File: src/hdl/aost_cfg.svh
// register map, field positions and reset values of the sleep timer
`ifndef AOST_CFG_SVH
`define AOST_CFG_SVH
`define AOST_CTRL_OFF    12'h000
`define AOST_INTVL_OFF   12'h004
`define AOST_COUNT_OFF   12'h00C
`define AOST_WAKE_OFF    12'h010
`define AOST_STAT_OFF    12'h014
`define AOST_MASK_OFF    12'h018
`define AOST_RELOAD_BIT  0
`define AOST_SINGLE_BIT  1
`define AOST_CLEAR_BIT   2
`define AOST_RDLY_LSB    8
`define AOST_SDLY_LSB    12
`define AOST_ACTIVE_BIT  30
`define AOST_IDLE_BIT    31
`define AOST_RDLY_DONE   2'h2
`define AOST_SDLY_DONE   3'h2
`define AOST_EV_TICK     0
`define AOST_EV_LOAD     1
`define AOST_MASK_RST    2'h1
`define AOST_WAKE_RST    2'h0
`define AOST_STAT_RST    2'h0
`endif

File: src/hdl/aost_pkg.sv
// types shared by the sleep timer modules
package aost_pkg;
    typedef enum logic [1:0] {
        AOST_IDLE,
        AOST_LOAD,
        AOST_RUN
    } aost_state_t;
endpackage : aost_pkg

File: src/hdl/aost_cnt_if.sv
// control and status between register file and countdown core
`timescale 1ns/1ps
interface aost_cnt_if;
    logic        step;
    logic        start;
    logic        periodic_en;
    logic [31:0] interval;
    logic [31:0] count;
    logic        active;
    logic        loaded;
    logic        periodic;
    logic        tick;
    modport ctl (output step, start, periodic_en, interval,
                 input count, active, loaded, periodic, tick);
    modport cnt (input step, start, periodic_en, interval,
                 output count, active, loaded, periodic, tick);
endinterface : aost_cnt_if

File: src/hdl/aost_counter.sv
// countdown core stepped by synchronised sleep clock edges
`timescale 1ns/1ps
module aost_counter (
    input wire logic pclk,
    input wire logic presetn,
    aost_cnt_if.cnt  cif
);
    aost_pkg::aost_state_t state_r;
    logic [31:0]           count_r;
    logic                  tick_r;
    logic                  periodic_r;

    always_ff @(posedge pclk or negedge presetn) begin
        if (!presetn) begin
            state_r    <= aost_pkg::AOST_IDLE;
            count_r    <= 32'h0000_0000;
            tick_r     <= 1'b0;
            periodic_r <= 1'b0;
        end else begin
            tick_r <= 1'b0;
            case (state_r)
                aost_pkg::AOST_IDLE: begin
                    if (cif.start) begin
                        periodic_r <= cif.periodic_en;
                        state_r    <= aost_pkg::AOST_LOAD;
                    end
                end
                aost_pkg::AOST_LOAD: begin
                    if (cif.step) begin
                        count_r <= cif.interval;
                        state_r <= aost_pkg::AOST_RUN;
                    end
                end
                aost_pkg::AOST_RUN: begin
                    if (cif.step) begin
                        if (count_r > 32'h0000_0001) begin
                            count_r <= count_r - 32'h0000_0001;
                        end else begin
                            tick_r <= 1'b1;
                            // while running, the run bit is looked at only here, at zero
                            if (periodic_r && cif.periodic_en) begin
                                count_r <= cif.interval;
                            end else begin
                                count_r <= 32'h0000_0000;
                                state_r <= aost_pkg::AOST_IDLE;
                            end
                        end
                    end
                end
                default: state_r <= aost_pkg::AOST_IDLE;
            endcase
        end
    end

    assign cif.count    = count_r;
    assign cif.tick     = tick_r;
    assign cif.periodic = periodic_r;
    assign cif.active   = (state_r != aost_pkg::AOST_IDLE);
    assign cif.loaded   = (state_r == aost_pkg::AOST_RUN);
endmodule : aost_counter

File: src/hdl/aost_sleep_timer.sv
// always-on sleep countdown timer with APB registers and wake outputs
// Behaviour
// - 32-bit count steps only on sleep clock
// - timer idle after reset until enabled
// - count drops by one per sleep tick
// - zero gives tick and interrupt request
// - one-shot stops at zero, no reload
// - periodic reloads interval at each zero
// - enabling copies interval into live count
// - writing one to clear bit drops request
// - timer can wake cpu and radio
// - cleared run bit stops only at zero
// - wake use disabled until software enables
//
// The register addresses and the APB slave port were chosen for this implementation.
`timescale 1ns/1ps
`include "aost_cfg.svh"
module aost_sleep_timer (
    input  wire logic        pclk,
    input  wire logic        presetn,
    input  wire logic        psel,
    input  wire logic        penable,
    input  wire logic        pwrite,
    input  wire logic [11:0] paddr,
    input  wire logic [31:0] pwdata,
    output logic      [31:0] prdata,
    output logic             pready,
    output logic             pslverr,
    input  wire logic        sleep_clk,
    output logic             timer_tick,
    output logic             irq,
    output logic             wake_cpu,
    output logic             wake_radio
);
    aost_cnt_if cif ();

    logic        sclk_meta_r;
    logic        sclk_sync_r;
    logic        sclk_last_r;
    logic        reload_en_r;
    logic        single_en_r;
    logic        start_r;
    logic [31:0] interval_r;
    logic [1:0]  wake_sel_r;
    logic [1:0]  stat_r;
    logic [1:0]  mask_r;
    logic [31:0] prdata_r;
    logic [31:0] rd_nxt;
    logic [31:0] ctrl_rd;
    logic        mapped;
    logic        wr_en;
    logic        rd_setup;
    logic        clr_tick;
    logic [1:0]  stat_clr;
    logic [1:0]  stat_set;

    // sleep clock is asynchronous: two flops, then edge detect
    always_ff @(posedge pclk or negedge presetn) begin
        if (!presetn) begin
            sclk_meta_r <= 1'b0;
            sclk_sync_r <= 1'b0;
            sclk_last_r <= 1'b0;
        end else begin
            sclk_meta_r <= sleep_clk;
            sclk_sync_r <= sclk_meta_r;
            sclk_last_r <= sclk_sync_r;
        end
    end

    assign cif.step = sclk_sync_r && !sclk_last_r;

    always_comb begin
        case (paddr)
            `AOST_CTRL_OFF,
            `AOST_INTVL_OFF,
            `AOST_COUNT_OFF,
            `AOST_WAKE_OFF,
            `AOST_STAT_OFF,
            `AOST_MASK_OFF: mapped = 1'b1;
            default:        mapped = 1'b0;
        endcase
    end

    assign wr_en    = psel && penable && pwrite && mapped;
    assign rd_setup = psel && !penable && !pwrite;
    // zero wait states; read data is captured in the setup cycle
    assign pready   = 1'b1;
    assign pslverr  = psel && penable && !mapped;

    // run bits
    always_ff @(posedge pclk or negedge presetn) begin
        if (!presetn) begin
            reload_en_r <= 1'b0;
            single_en_r <= 1'b0;
        end else if (wr_en && paddr == `AOST_CTRL_OFF) begin
            reload_en_r <= pwdata[`AOST_RELOAD_BIT];
            single_en_r <= pwdata[`AOST_SINGLE_BIT];
        end
    end

    // a start is a write that sets a run bit; one-shot bit left set
    // does not retrigger the timer after it stops
    always_ff @(posedge pclk or negedge presetn) begin
        if (!presetn) begin
            start_r <= 1'b0;
        end else begin
            start_r <= wr_en && paddr == `AOST_CTRL_OFF
                       && (pwdata[`AOST_RELOAD_BIT]
                           || pwdata[`AOST_SINGLE_BIT]);
        end
    end

    assign cif.start       = start_r;
    assign cif.periodic_en = reload_en_r;
    assign cif.interval    = interval_r;

    always_ff @(posedge pclk or negedge presetn) begin
        if (!presetn) begin
            interval_r <= 32'h0000_0000;
        end else if (wr_en && paddr == `AOST_INTVL_OFF) begin
            interval_r <= pwdata;
        end
    end

    always_ff @(posedge pclk or negedge presetn) begin
        if (!presetn) begin
            wake_sel_r <= `AOST_WAKE_RST;
        end else if (wr_en && paddr == `AOST_WAKE_OFF) begin
            wake_sel_r <= pwdata[1:0];
        end
    end

    always_ff @(posedge pclk or negedge presetn) begin
        if (!presetn) begin
            mask_r <= `AOST_MASK_RST;
        end else if (wr_en && paddr == `AOST_MASK_OFF) begin
            mask_r <= pwdata[1:0];
        end
    end

    // clear bit is a strobe, never stored; a zero there does nothing
    assign clr_tick = wr_en && paddr == `AOST_CTRL_OFF
                      && pwdata[`AOST_CLEAR_BIT];

    always_comb begin
        stat_clr = 2'h0;
        if (wr_en && paddr == `AOST_STAT_OFF) begin
            stat_clr = pwdata[1:0];
        end
        stat_clr[`AOST_EV_TICK] = stat_clr[`AOST_EV_TICK] || clr_tick;
    end

    assign stat_set[`AOST_EV_TICK] = cif.tick;
    assign stat_set[`AOST_EV_LOAD] = cif.step && cif.active
                                     && !cif.loaded;

    // set wins over a clear in the same cycle so no tick is lost
    always_ff @(posedge pclk or negedge presetn) begin
        if (!presetn) begin
            stat_r <= `AOST_STAT_RST;
        end else begin
            stat_r <= stat_set | (stat_r & ~stat_clr);
        end
    end

    assign irq        = |(stat_r & mask_r);
    assign timer_tick = cif.tick;
    assign wake_cpu   = stat_r[`AOST_EV_TICK] && wake_sel_r[0];
    assign wake_radio = stat_r[`AOST_EV_TICK] && wake_sel_r[1];

    always_comb begin
        ctrl_rd = 32'h0000_0000;
        ctrl_rd[`AOST_RELOAD_BIT] = reload_en_r;
        ctrl_rd[`AOST_SINGLE_BIT] = single_en_r;
        if (cif.loaded && cif.periodic) begin
            ctrl_rd[`AOST_RDLY_LSB +: 2] = `AOST_RDLY_DONE;
        end
        if (cif.loaded && !cif.periodic) begin
            ctrl_rd[`AOST_SDLY_LSB +: 3] = `AOST_SDLY_DONE;
        end
        ctrl_rd[`AOST_ACTIVE_BIT] = cif.active;
        ctrl_rd[`AOST_IDLE_BIT]   = !cif.active;
    end

    always_comb begin
        case (paddr)
            `AOST_CTRL_OFF:  rd_nxt = ctrl_rd;
            `AOST_INTVL_OFF: rd_nxt = interval_r;
            `AOST_COUNT_OFF: rd_nxt = cif.count;
            `AOST_WAKE_OFF:  rd_nxt = {30'h0, wake_sel_r};
            `AOST_STAT_OFF:  rd_nxt = {30'h0, stat_r};
            `AOST_MASK_OFF:  rd_nxt = {30'h0, mask_r};
            default:         rd_nxt = 32'h0000_0000;
        endcase
    end

    always_ff @(posedge pclk or negedge presetn) begin
        if (!presetn) begin
            prdata_r <= 32'h0000_0000;
        end else if (rd_setup) begin
            prdata_r <= rd_nxt;
        end
    end

    assign prdata = prdata_r;

    aost_counter u_counter (
        .pclk    (pclk),
        .presetn (presetn),
        .cif     (cif.cnt)
    );
endmodule : aost_sleep_timer
File: config.mk
export PLATFORM = sky130hd
export DESIGN_NAME = aost_sleep_timer
export DESIGN_NICKNAME = d
export VERILOG_FILES = /design/src/hdl/aost_pkg.sv /design/src/hdl/aost_cnt_if.sv /design/src/hdl/aost_counter.sv /design/src/hdl/aost_sleep_timer.sv
export VERILOG_INCLUDE_DIRS = /design/src /design/src/hdl
export SDC_FILE = /design/constraint.sdc
export NUM_CORES = 1
export LEC_CHECK = 0
export ABC_AREA = 1
export BUFFER_PORTS_ARGS = -buffer_cell sky130_fd_sc_hd__clkbuf_2
export CORE_MARGIN = 5
export CORE_UTILIZATION = 25
export CTS_CLUSTER_DIAMETER = 40
export DETAILED_ROUTE_END_ITERATION = 8
export PLACE_DENSITY_LB_ADDON = 0.1
export SLEW_MARGIN = 15
export SYNTH_ARGS = -nofsm -noshare
export SYNTH_HDL_FRONTEND = slang
export SYNTH_SLANG_ARGS = --single-unit
File: constraint.sdc
create_clock -name pclk -period 1.96 [get_ports pclk]
set_input_delay 0.098 -clock pclk [delete_from_list [all_inputs] [get_ports pclk]]
set_output_delay 0.098 -clock pclk [all_outputs]
set_load 0.01 [all_outputs]
==> results of run 1 <==
==> final timing paths <==
path | startpoint | to | slack (ns) | depth (start not counted)
min reg2reg | sclk_meta_r | sclk_sync_r | 0.36 | 0
max | u_counter.cif.count[1] | u_counter.cif.count[30] | 0.14 | 12
min | pwdata[1] | wake_sel_r[1] | 0.04 | 3
min in group asynchronous | presetn | cif.interval[29] | 0.28 | 3
max in group asynchronous | presetn | mask_r[0] | 1.32 | 3
max reg2reg | u_counter.cif.count[1] | u_counter.cif.count[30] | 0.14 | 12
==> layout by cell type (no fill, tap or decap), types with 2 or more instances in the layout <==
master         instances
dfrtp_1              110
nand4_1                8
inv_2                  8
dlygate4sd3_1         32
clkbuf_16              9
o22ai_1               28
a21oi_1               24
buf_12                 7
nor2_4                 2
a21oi_4                2
o211ai_1               2
nor2_2                10
bufinv_16              2
o221ai_1               3
inv_1                100
nor2_1               119
clkbuf_2              85
nand3_2                3
nor2_8                 2
o21ai_0               52
nand2_1              293
inv_6                  2
xor2_1                19
nand2_2                4
nand2_4                2
nand3_1               46
buf_4                 39
==> power breakdown <==
| part | leakage, nW | switching (mW) | total, mW | internal, mW |
|---|---|---|---|---|
| clock | 0.157 | 0.941 | 2.08 | 1.13 |
| sequential | 1.37 | 0.00500 | 2.32 | 2.32 |
| combinational | 2.72 | 0.128 | 0.235 | 0.107 |
==> final cells by class <==
cell class	count	area (µm²)	area share
multi-input cells	635	2970	0.367
flip-flops and latches	112	2810	0.346
repair buffers	164	1190	0.147
well taps	330	413	0.0509
inverters	108	405	0.0500
clock buffers	10	229	0.0282
clock inverters	6	91.3	0.0113
==> kinds of logic after synthesis <==
| group | after synthesis | share of synthesized area |
|---|---|---|
| AND/OR/NAND/NOR | 497 | 0.325 |
| buffers and inverters | 141 | 0.0958 |
| other | 1 | 0.000594 |
| AO/OA/AOI/OAI | 116 | 0.104 |
| adder cells (fa/ha/maj) | 2 | 0.00397 |
| XOR/XNOR | 19 | 0.0264 |
| flip-flops | 112 | 0.444 |
==> registers in the layout, summed over array words and instances, names as in the netlist <==
signal                  cells
cif.interval               32
prdata                     32
u_counter.cif.count        32
mask_r                      2
stat_r                      2
u_counter.state_r           2
wake_sel_r                  2
cif.periodic_en             1
cif.start                   1
sclk_last_r                 1
sclk_meta_r                 1
sclk_sync_r                 1
single_en_r                 1
u_counter.cif.periodic      1
u_counter.cif.tick          1
==> metal layers <==
metal	vias up	GRT usage	share of wire
met2	99	0.227	0.45
met4	0	0.0222	0.0047
met1	2708	0.206	0.51
met3	7	0.0236	0.033
met5	-	0	0
li1	3071	-	-
==> repair_timing <==
action / in CTS / in global routing
endpoints found under the setup margin: 2 / 32
hold buffers: 32 / 0
resized for setup: 2 / 21
pin swaps: 0 / 2
setup buffers: 0 / 1
hold endpoints to repair: 142 / 0
==> critical path: cells and delay by family, from the launching register on <==
| kind | cells | cell delay [ns] |
|---|---|---|
| compound gates | 1 | 0.17 |
| fa+ha+maj | 1 | 0.20 |
| buf+inv | 2 | 0.27 |
| flops | 1 | 0.39 |
| simple gates | 8 | 0.70 |
==> results.json, run 1 <==
{
  "status": "completed",
  "dp.cells": 1316,
  "ys_async_sr_fraction": 1.00,
  "whs_ns": 0.0377,
  "grt_pass1_wl_mm": 32.5,
  "synth.distinct_cells": 39,
  "setup_violations": 0,
  "antenna_found_initial": 0,
  "synthesis.area_mm2": 0.00631,
  "utilization": 0.324,
  "fp-row-count": 58,
  "overflow": 0,
  "worstPathCellList": "inv_2, ha_2, nand2_2, buf_4, nor2_2, nand2_2, o21ai_0, nand2_1, nand2_1, nand3_1, nand2_1, nand2_1",
  "peakVddDrop_mv": 0.405,
  "design_area_mm2": 0.00811,
  "hold_class": "in2reg",
  "fin_nets": 1082,
  "place_ws_ns": -0.0409,
  "hpwl_mm": 14.8,
  "yosys.cell_count.top_type": "nand2_1",
  "diodes": 0,
  "synth.top_cells.by_count": "nand2_1, nor2_1, dfrtp_1, inv_1, o21ai_0",
  "chipWidth_um": 169,
  "synthesis.nets": 940,
  "wirelength_mm": 19.8,
  "drc": 0,
  "cts_num_sinks": 112,
  "finalCritPeriodShare": 0.929,
  "hold_viol": 0,
  "period_needed_ns": 1.82,
  "die_area_mm2": 0.0285,
  "cts_buffers": 9,
  "grt_max_degree": 63,
  "core_area_mm2": 0.0250,
  "fmax_ghz": 0.549,
  "syn-instance-count": 888,
  "dr.pass1.iters": 4,
  "cp_data_required_time_ns": 2.21,
  "power.total_mw": 4.63,
  "endpoint_kind": "register",
  "vias": 5885,
  "wl_per_cell_um": 14.5,
  "worst_path_max_delay_cell": "dfrtp_1",
  "cp_common_cell": "nand2_1",
  "insertion_delay_ns": 0.36,
  "drive_gt1_frac": 0.183,
  "tightest_slew_ns": 0.647,
  "clockBufferDepth": 2,
  "initial_core_util": 0.252,
  "crit_path_start_kind": "register",
  "maxCapViolCount": 0,
  "dpl_cell_area_mm2": 0.00739,
  "finalMaxSlewViolations": 0,
  "cts_root_buffer": "clkbuf_16",
  "synth_top_area_frac": 0.440,
  "fin_tns_setup_ns": 0,
  "h-tree-depth": 3,
  "vias_per_cell": 4.31,
  "yosysTopAreaCell": "dfrtp_1",
  "yosysSeqAreaShare": 0.444,
  "synthFlopType": "dfrtp_1",
  "ys_warn_count": 0,
  "instances_no_fill": 1365,
  "synth_edf_count": 0,
  "synth.avg_cell_area_um2": 7.10,
  "track_usage": 0.142,
  "finalWorstSetupSlack_ns": 0.139,
  "leakage_nw": 4.25,
  "max-slew-margin-rel": 0.568,
  "critPathArrivalTime_ns": 2.08,
  "syn_to_final_growth_pct": 28.5,
  "final.setup_skew_ns": 0.0134,
  "synth.area.top_cells": "dfrtp_1, nand2_1, nor2_1, inv_1, o21ai_0",
  "crit_path_max_incr_delay_ns": 0.39,
  "fillers": 2783,
  "cts_tree": "yes",
  "antenna_left": 0,
  "ios": 88,
  "clk_pin_slew_ns": 0.08,
  "gp_congestion": 0.829,
  "die_h_um": 169,
  "powerDensity_mw_per_mm2": 571,
  "critPathKind": "reg2reg",
  "drtIter0Drc": 330,
  "ys_seq_elements": 112,
  "critPathMaxFanout": 4,
  "grt_pass1_vias": 5962,
  "port-buffer-count": 86
}
No activity file was read; power rests on OpenSTA's default activity.
==> inputs of run 2 (changes only) <==
Settings changed: CORE_ASPECT_RATIO from default to 0.8, SYNTH_HIERARCHICAL from default to 1.
==> results.json, run 2 <==
{
  "cts_root_buffer": "clkbuf_16",
  "antenna_found_initial": 0,
  "antenna_left": 0,
  "fin_tns_setup_ns": 0,
  "drive_gt1_frac": 0.206,
  "endpoint": "u_counter/cif.count[10]",
  "ys_seq_elements": 112,
  "worstPathCellList": "nor2_4, nand2_2, nor2_4, inv_2, nor2_8, nand2_2, nand2_2, buf_12, o21ai_0, nor2_1, nor2_1",
  "hold_class": "in2reg",
  "grt_pass1_wl_mm": 33.9,
  "maxCapViolCount": 0,
  "final.setup_skew_ns": 0.0141,
  "die_h_um": 154,
  "period_needed_ns": 1.78,
  "crit_start": "u_counter/cif.count[14]",
  "cp_num_buf_inv": 2,
  "dr.pass1.iters": 4,
  "power.internal_mw": 3.30,
  "overflow": 0,
  "utilization": 0.326,
  "chipWidth_um": 191,
  "setup_violations": 0,
  "ys_async_sr_fraction": 1.00,
  "h-tree-depth": 3,
  "status": "completed",
  "die_area_mm2": 0.0294,
  "grt_pass1_vias": 6119,
  "synthesis.area_mm2": 0.00652,
  "critPathArrivalTime_ns": 2.04,
  "port-buffer-count": 86,
  "endpoint_kind": "register",
  "clockBufferDepth": 2,
  "seqPwrFrac": 0.528,
  "multi_input_area_mm2": 0.00317,
  "regToRegSetupSlack_ns": 0.18,
  "power_frac_clock": 0.419,
  "synth.area.top_cells": "dfrtp_1, nand2_1, o21ai_0, nor2_1, inv_1",
  "synth.distinct_cells": 40,
  "register_area_mm2": 0.00281,
  "synth_top_area_frac": 0.426,
  "mostFrequentLayoutCells": "nand2_1, dfrtp_1, nor2_1, inv_1, clkbuf_2",
  "diodes": 0,
  "hpwl_mm": 15.2,
  "fin_nets": 1122,
  "synth_edf_count": 0,
  "synthFlopType": "dfrtp_1",
  "insertion_delay_ns": 0.37,
  "core_area_mm2": 0.0255,
  "wirelength_mm": 20.6,
  "powerDensity_mw_per_mm2": 529,
  "r2r-end": "u_counter/cif.count[10]",
  "finalCritPeriodShare": 0.906,
  "dpl_cell_area_mm2": 0.00767,
  "yosysSeqAreaShare": 0.430,
  "design_area_mm2": 0.00830,
  "peakVddDrop_mv": 0.397,
  "switching_share": 0.249,
  "final_common_cell": "nand2_1",
  "drtIter0Drc": 271,
  "critPathKind": "reg2reg",
  "p_switching_mw": 1.09,
  "ys_warn_count": 6,
  "finalMaxSlewViolations": 0,
  "cp_data_required_time_ns": 2.23,
  "rsz0062_at_grt": "no",
  "finalWorstSetupSlack_ns": 0.184,
  "vias_per_cell": 4.21,
  "synthesis.nets": 974,
  "combinationalPowerShare": 0.053,
  "cp_top_family": "simple AND/OR/NAND/NOR gates",
  "synth.avg_cell_area_um2": 7.07,
  "cts_tree": "yes",
  "cp_common_cell": "nand2_2",
  "yosys.cell_count.top_type": "nand2_1",
  "r2r_cells": 11,
  "cts_buffers": 9,
  "rr_startpoint": "u_counter/cif.count[14]",
  "gp_congestion": 0.828,
  "cts_num_sinks": 112,
  "hold_viol": 0,
  "syn_to_final_growth_pct": 27.4,
  "synth.top_cells.by_count": "nand2_1, dfrtp_1, nor2_1, inv_1, o21ai_0",
  "ios": 88,
  "crit_path_max_incr_delay_ns": 0.45,
  "syn-instance-count": 922,
  "worst_path_max_delay_cell": "dfrtp_1",
  "critPathMaxFanout": 10,
  "crit_path_start_kind": "register",
  "yosysTopAreaCell": "dfrtp_1",
  "clk_pin_slew_ns": 0.08,
  "fp-row-count": 52,
  "track_usage": 0.143,
  "fillers": 2831,
  "initial_core_util": 0.256,
  "wl_per_cell_um": 14.4,
  "fmax_ghz": 0.563,
  "drc": 0,
  "place_ws_ns": 0.0444,
  "grt_max_degree": 56,
  "crit_cells": 11,
  "leakage_nw": 4.39,
  "vias": 6001,
  "whs_ns": 0.0555
}
[run 2: logic make-up after synthesis]
family | count (synthesis) | synth area share
and+or+nand+nor | 564 | 0.375
buffers and inverters | 126 | 0.0896
DFF | 112 | 0.430
AOI/OAI and AO/OA | 111 | 0.0923
xor gates and xnor gates | 5 | 0.00672
adders and majority gates | 2 | 0.00384
other | 1 | 0.000575
muxes | 1 | 0.00173
[run 2: stage by stage]
stage | instances | power [mW]
floorplan | 922 | 2.41
global placement | 1377 | 2.56
detailed placement | 1377 | 2.56
CTS | 1425 | 4.48
global route | 1426 | 4.59
finish | 1426 | 4.39
[run 2: cell type report]
class                      count  share of cell area
inverter                      94              0.0425
timing repair buffer         169               0.152
clock buffer                   9              0.0271
multi-input combinational    684               0.381
clock inverter                 7             0.00648
sequential                   112               0.338
tap                          351              0.0529
[run 2: layer usage]
layer	vias up	share of wire	GRT usage
li1	3158	-	-
met1	2763	0.56	0.227
met2	71	0.41	0.205
met3	9	0.024	0.0237
met4	0	0.0076	0.0256
met5	-	0	0
[run 2: worst reg2reg max path: stages (launching register included)]
cell     delay [ns]
dfrtp_1        0.45
nor2_4         0.17
nand2_2        0.09
nor2_4         0.15
inv_2          0.08
nor2_8         0.13
nand2_2        0.11
nand2_2        0.12
buf_12         0.14
o21ai_0        0.09
nor2_1         0.11
nor2_1         0.04
[run 2: worst min path at each step]
stage               startpoint               to  slack, ns  cells after the start
floorplan              presetn  cif.interval[0]      -0.20                      0
global route         pwdata[0]        mask_r[0]       0.07                      3
finish               pwdata[0]        mask_r[0]       0.06                      3
global placement       presetn    wake_sel_r[1]      -0.06                      1
CTS                  pwdata[0]        mask_r[0]       0.04                      3
detailed placement     presetn    wake_sel_r[0]      -0.06                      1
[run 2: timing repair]
| item | CTS | global route |
|---|---|---|
| hold endpoints to repair | 143 | 0 |
| setup buffers | 0 | 1 |
| gates resized for setup | 0 | 7 |
| hold buffers | 32 | 0 |
| endpoints found under the setup margin | 0 | 25 |
[run 2: power groups by stage]
| stage | clock network (mW) | logic (mW) | registers, mW |
|---|---|---|---|
| floorplan | 0 | 0.0440 | 2.37 |
| global placement | 0 | 0.195 | 2.36 |
| detailed placement | 0 | 0.192 | 2.36 |
| CTS | 1.92 | 0.244 | 2.32 |
| global route | 2.01 | 0.266 | 2.32 |
| finish | 1.84 | 0.233 | 2.32 |
==> inputs of run 3 (changes only) <==
Settings changed: BUFFER_PORTS_ARGS -buffer_cell sky130_fd_sc_hd__clkbuf_2 to -buffer_cell sky130_fd_sc_hd__buf_2.
==> results.json, run 3 (synthesis results as in run 2) <==
{
  "cts_buffers": 9,
  "syn_to_final_growth_pct": 28.0,
  "vias_per_cell": 4.21,
  "maxCapViolCount": 0,
  "peakVddDrop_mv": 0.388,
  "leakage_nw": 4.43,
  "powerDensity_mw_per_mm2": 557,
  "wirelength_mm": 20.4,
  "status": "completed",
  "die_h_um": 154,
  "drc": 0,
  "antenna_found_initial": 0,
  "mostFrequentLayoutCells": "nand2_1, dfrtp_1, nor2_1, inv_1, buf_2",
  "fmax_ghz": 0.556,
  "fin_nets": 1121,
  "track_usage": 0.142,
  "r2r_cells": 8,
  "dr.pass1.iters": 5,
  "min_from": "pwdata[2]",
  "insertion_delay_ns": 0.36,
  "grt_pass1_vias": 6145,
  "critPathKind": "reg2reg",
  "switching_share": 0.235,
  "power.internal_mw": 3.56,
  "ios": 88,
  "power_frac_clock": 0.452,
  "gp_congestion": 0.795,
  "rsz0062_at_grt": "no",
  "clockBufferDepth": 2,
  "hpwl_mm": 15.0,
  "clk_pin_slew_ns": 0.08,
  "drtIter0Drc": 320,
  "hold_viol": 0,
  "port-buffer-count": 86,
  "period_needed_ns": 1.80,
  "final_common_cell": "nand2_1",
  "crit_start": "u_counter/cif.count[0]",
  "finalMaxSlewViolations": 0,
  "critPathMaxFanout": 6,
  "initial_core_util": 0.256,
  "utilization": 0.327,
  "diodes": 0,
  "rr_startpoint": "u_counter/cif.count[0]",
  "whs_ns": 0.0171,
  "cts_root_buffer": "clkbuf_16",
  "cp_data_required_time_ns": 2.21,
  "grt_max_degree": 54,
  "cts_num_sinks": 112,
  "drive_gt1_frac": 0.207,
  "setup_violations": 0,
  "instances_no_fill": 1425,
  "wl_per_cell_um": 14.3,
  "chipWidth_um": 191,
  "grt_pass1_wl_mm": 33.9,
  "final.setup_skew_ns": 0.00961,
  "critPathArrivalTime_ns": 2.04,
  "fin_tns_setup_ns": 0,
  "fillers": 2879,
  "vias": 6005,
  "combinationalPowerShare": 0.050,
  "endpoint_kind": "register",
  "core_area_mm2": 0.0255,
  "register_area_mm2": 0.00281,
  "overflow": 0,
  "die_area_mm2": 0.0294,
  "cts_tree": "yes",
  "p_switching_mw": 1.09,
  "r2r-end": "u_counter/cif.count[17]",
  "seqPwrFrac": 0.498,
  "antenna_left": 0,
  "h-tree-depth": 3,
  "crit_path_start_kind": "register",
  "regToRegSetupSlack_ns": 0.16,
  "dp.cells": 1376,
  "fp-row-count": 52,
  "endpoint": "u_counter/cif.count[17]",
  "hold_class": "in2reg",
  "multi_input_area_mm2": 0.00316,
  "finalCritPeriodShare": 0.917
}
-- run 3: cell type report --
cell class              count  share of cell area
repair buffers            168               0.151
flip-flops and latches    112               0.336
clock inverters             7              0.0121
inverters                  94              0.0423
multi-input cells         684               0.379
clock buffers               9              0.0270
well taps                 351              0.0526
-- run 3: worst min path at each step --
stage,depth (start not counted),endpoint
after floorplan,0,cif.interval[0]
after global placement,1,wake_sel_r[0]
after detailed placement,1,mask_r[1]
after CTS,3,cif.interval[2]
after global routing,3,cif.interval[2]
final,3,cif.interval[2]
-- run 3: routing by layer --
layer / part of all wire / vias to the layer above / global-route usage
li1: - / 3158 / -
met1: 0.57 / 2735 / 0.228
met2: 0.39 / 100 / 0.201
met3: 0.031 / 12 / 0.0225
met4: 0.0076 / 0 / 0.0236
met5: 0 / - / 0
-- run 3: power by group through the flow --
stage / clock [mW] / sequential [mW] / combinational (mW)
final: 2.10 / 2.32 / 0.231
after global routing: 2.26 / 2.32 / 0.265
after CTS: 2.17 / 2.32 / 0.242
after detailed placement: 0 / 2.36 / 0.194
after global placement: 0 / 2.36 / 0.195
after floorplan: 0 / 2.37 / 0.0440
-- run 3: repair_timing --
item                                    4_1_cts  5_1_grt
resized for setup                             0        6
hold buffers                                 31        0
endpoints found under the setup margin        0       22
setup buffers                                 0        2
endpoints found under the hold margin       142        0
-- run 3: stage by stage --
stage / power, mW / setup slack, ns / cell area [µm²]
2_1_floorplan: 2.41 / 0.324 / 6520
3_3_place_gp: 2.56 / 0.114 / 7660
3_5_place_dp: 2.56 / 0.0709 / 7660
4_1_cts: 4.73 / 0.0530 / 8300
5_1_grt: 4.84 / 0.00936 / 8350
6_report: 4.65 / 0.163 / 8350
-- run 3: worst max-delay path: stages (launching register included) --
cell and delay (ns):
dfrtp_2 0.45, nor2_1 0.20, nand3_1 0.18, nor2_1 0.35
nand2_1 0.09, nand2_1 0.07, nand2_1 0.05, a21oi_2 0.20
a21oi_2 0.07
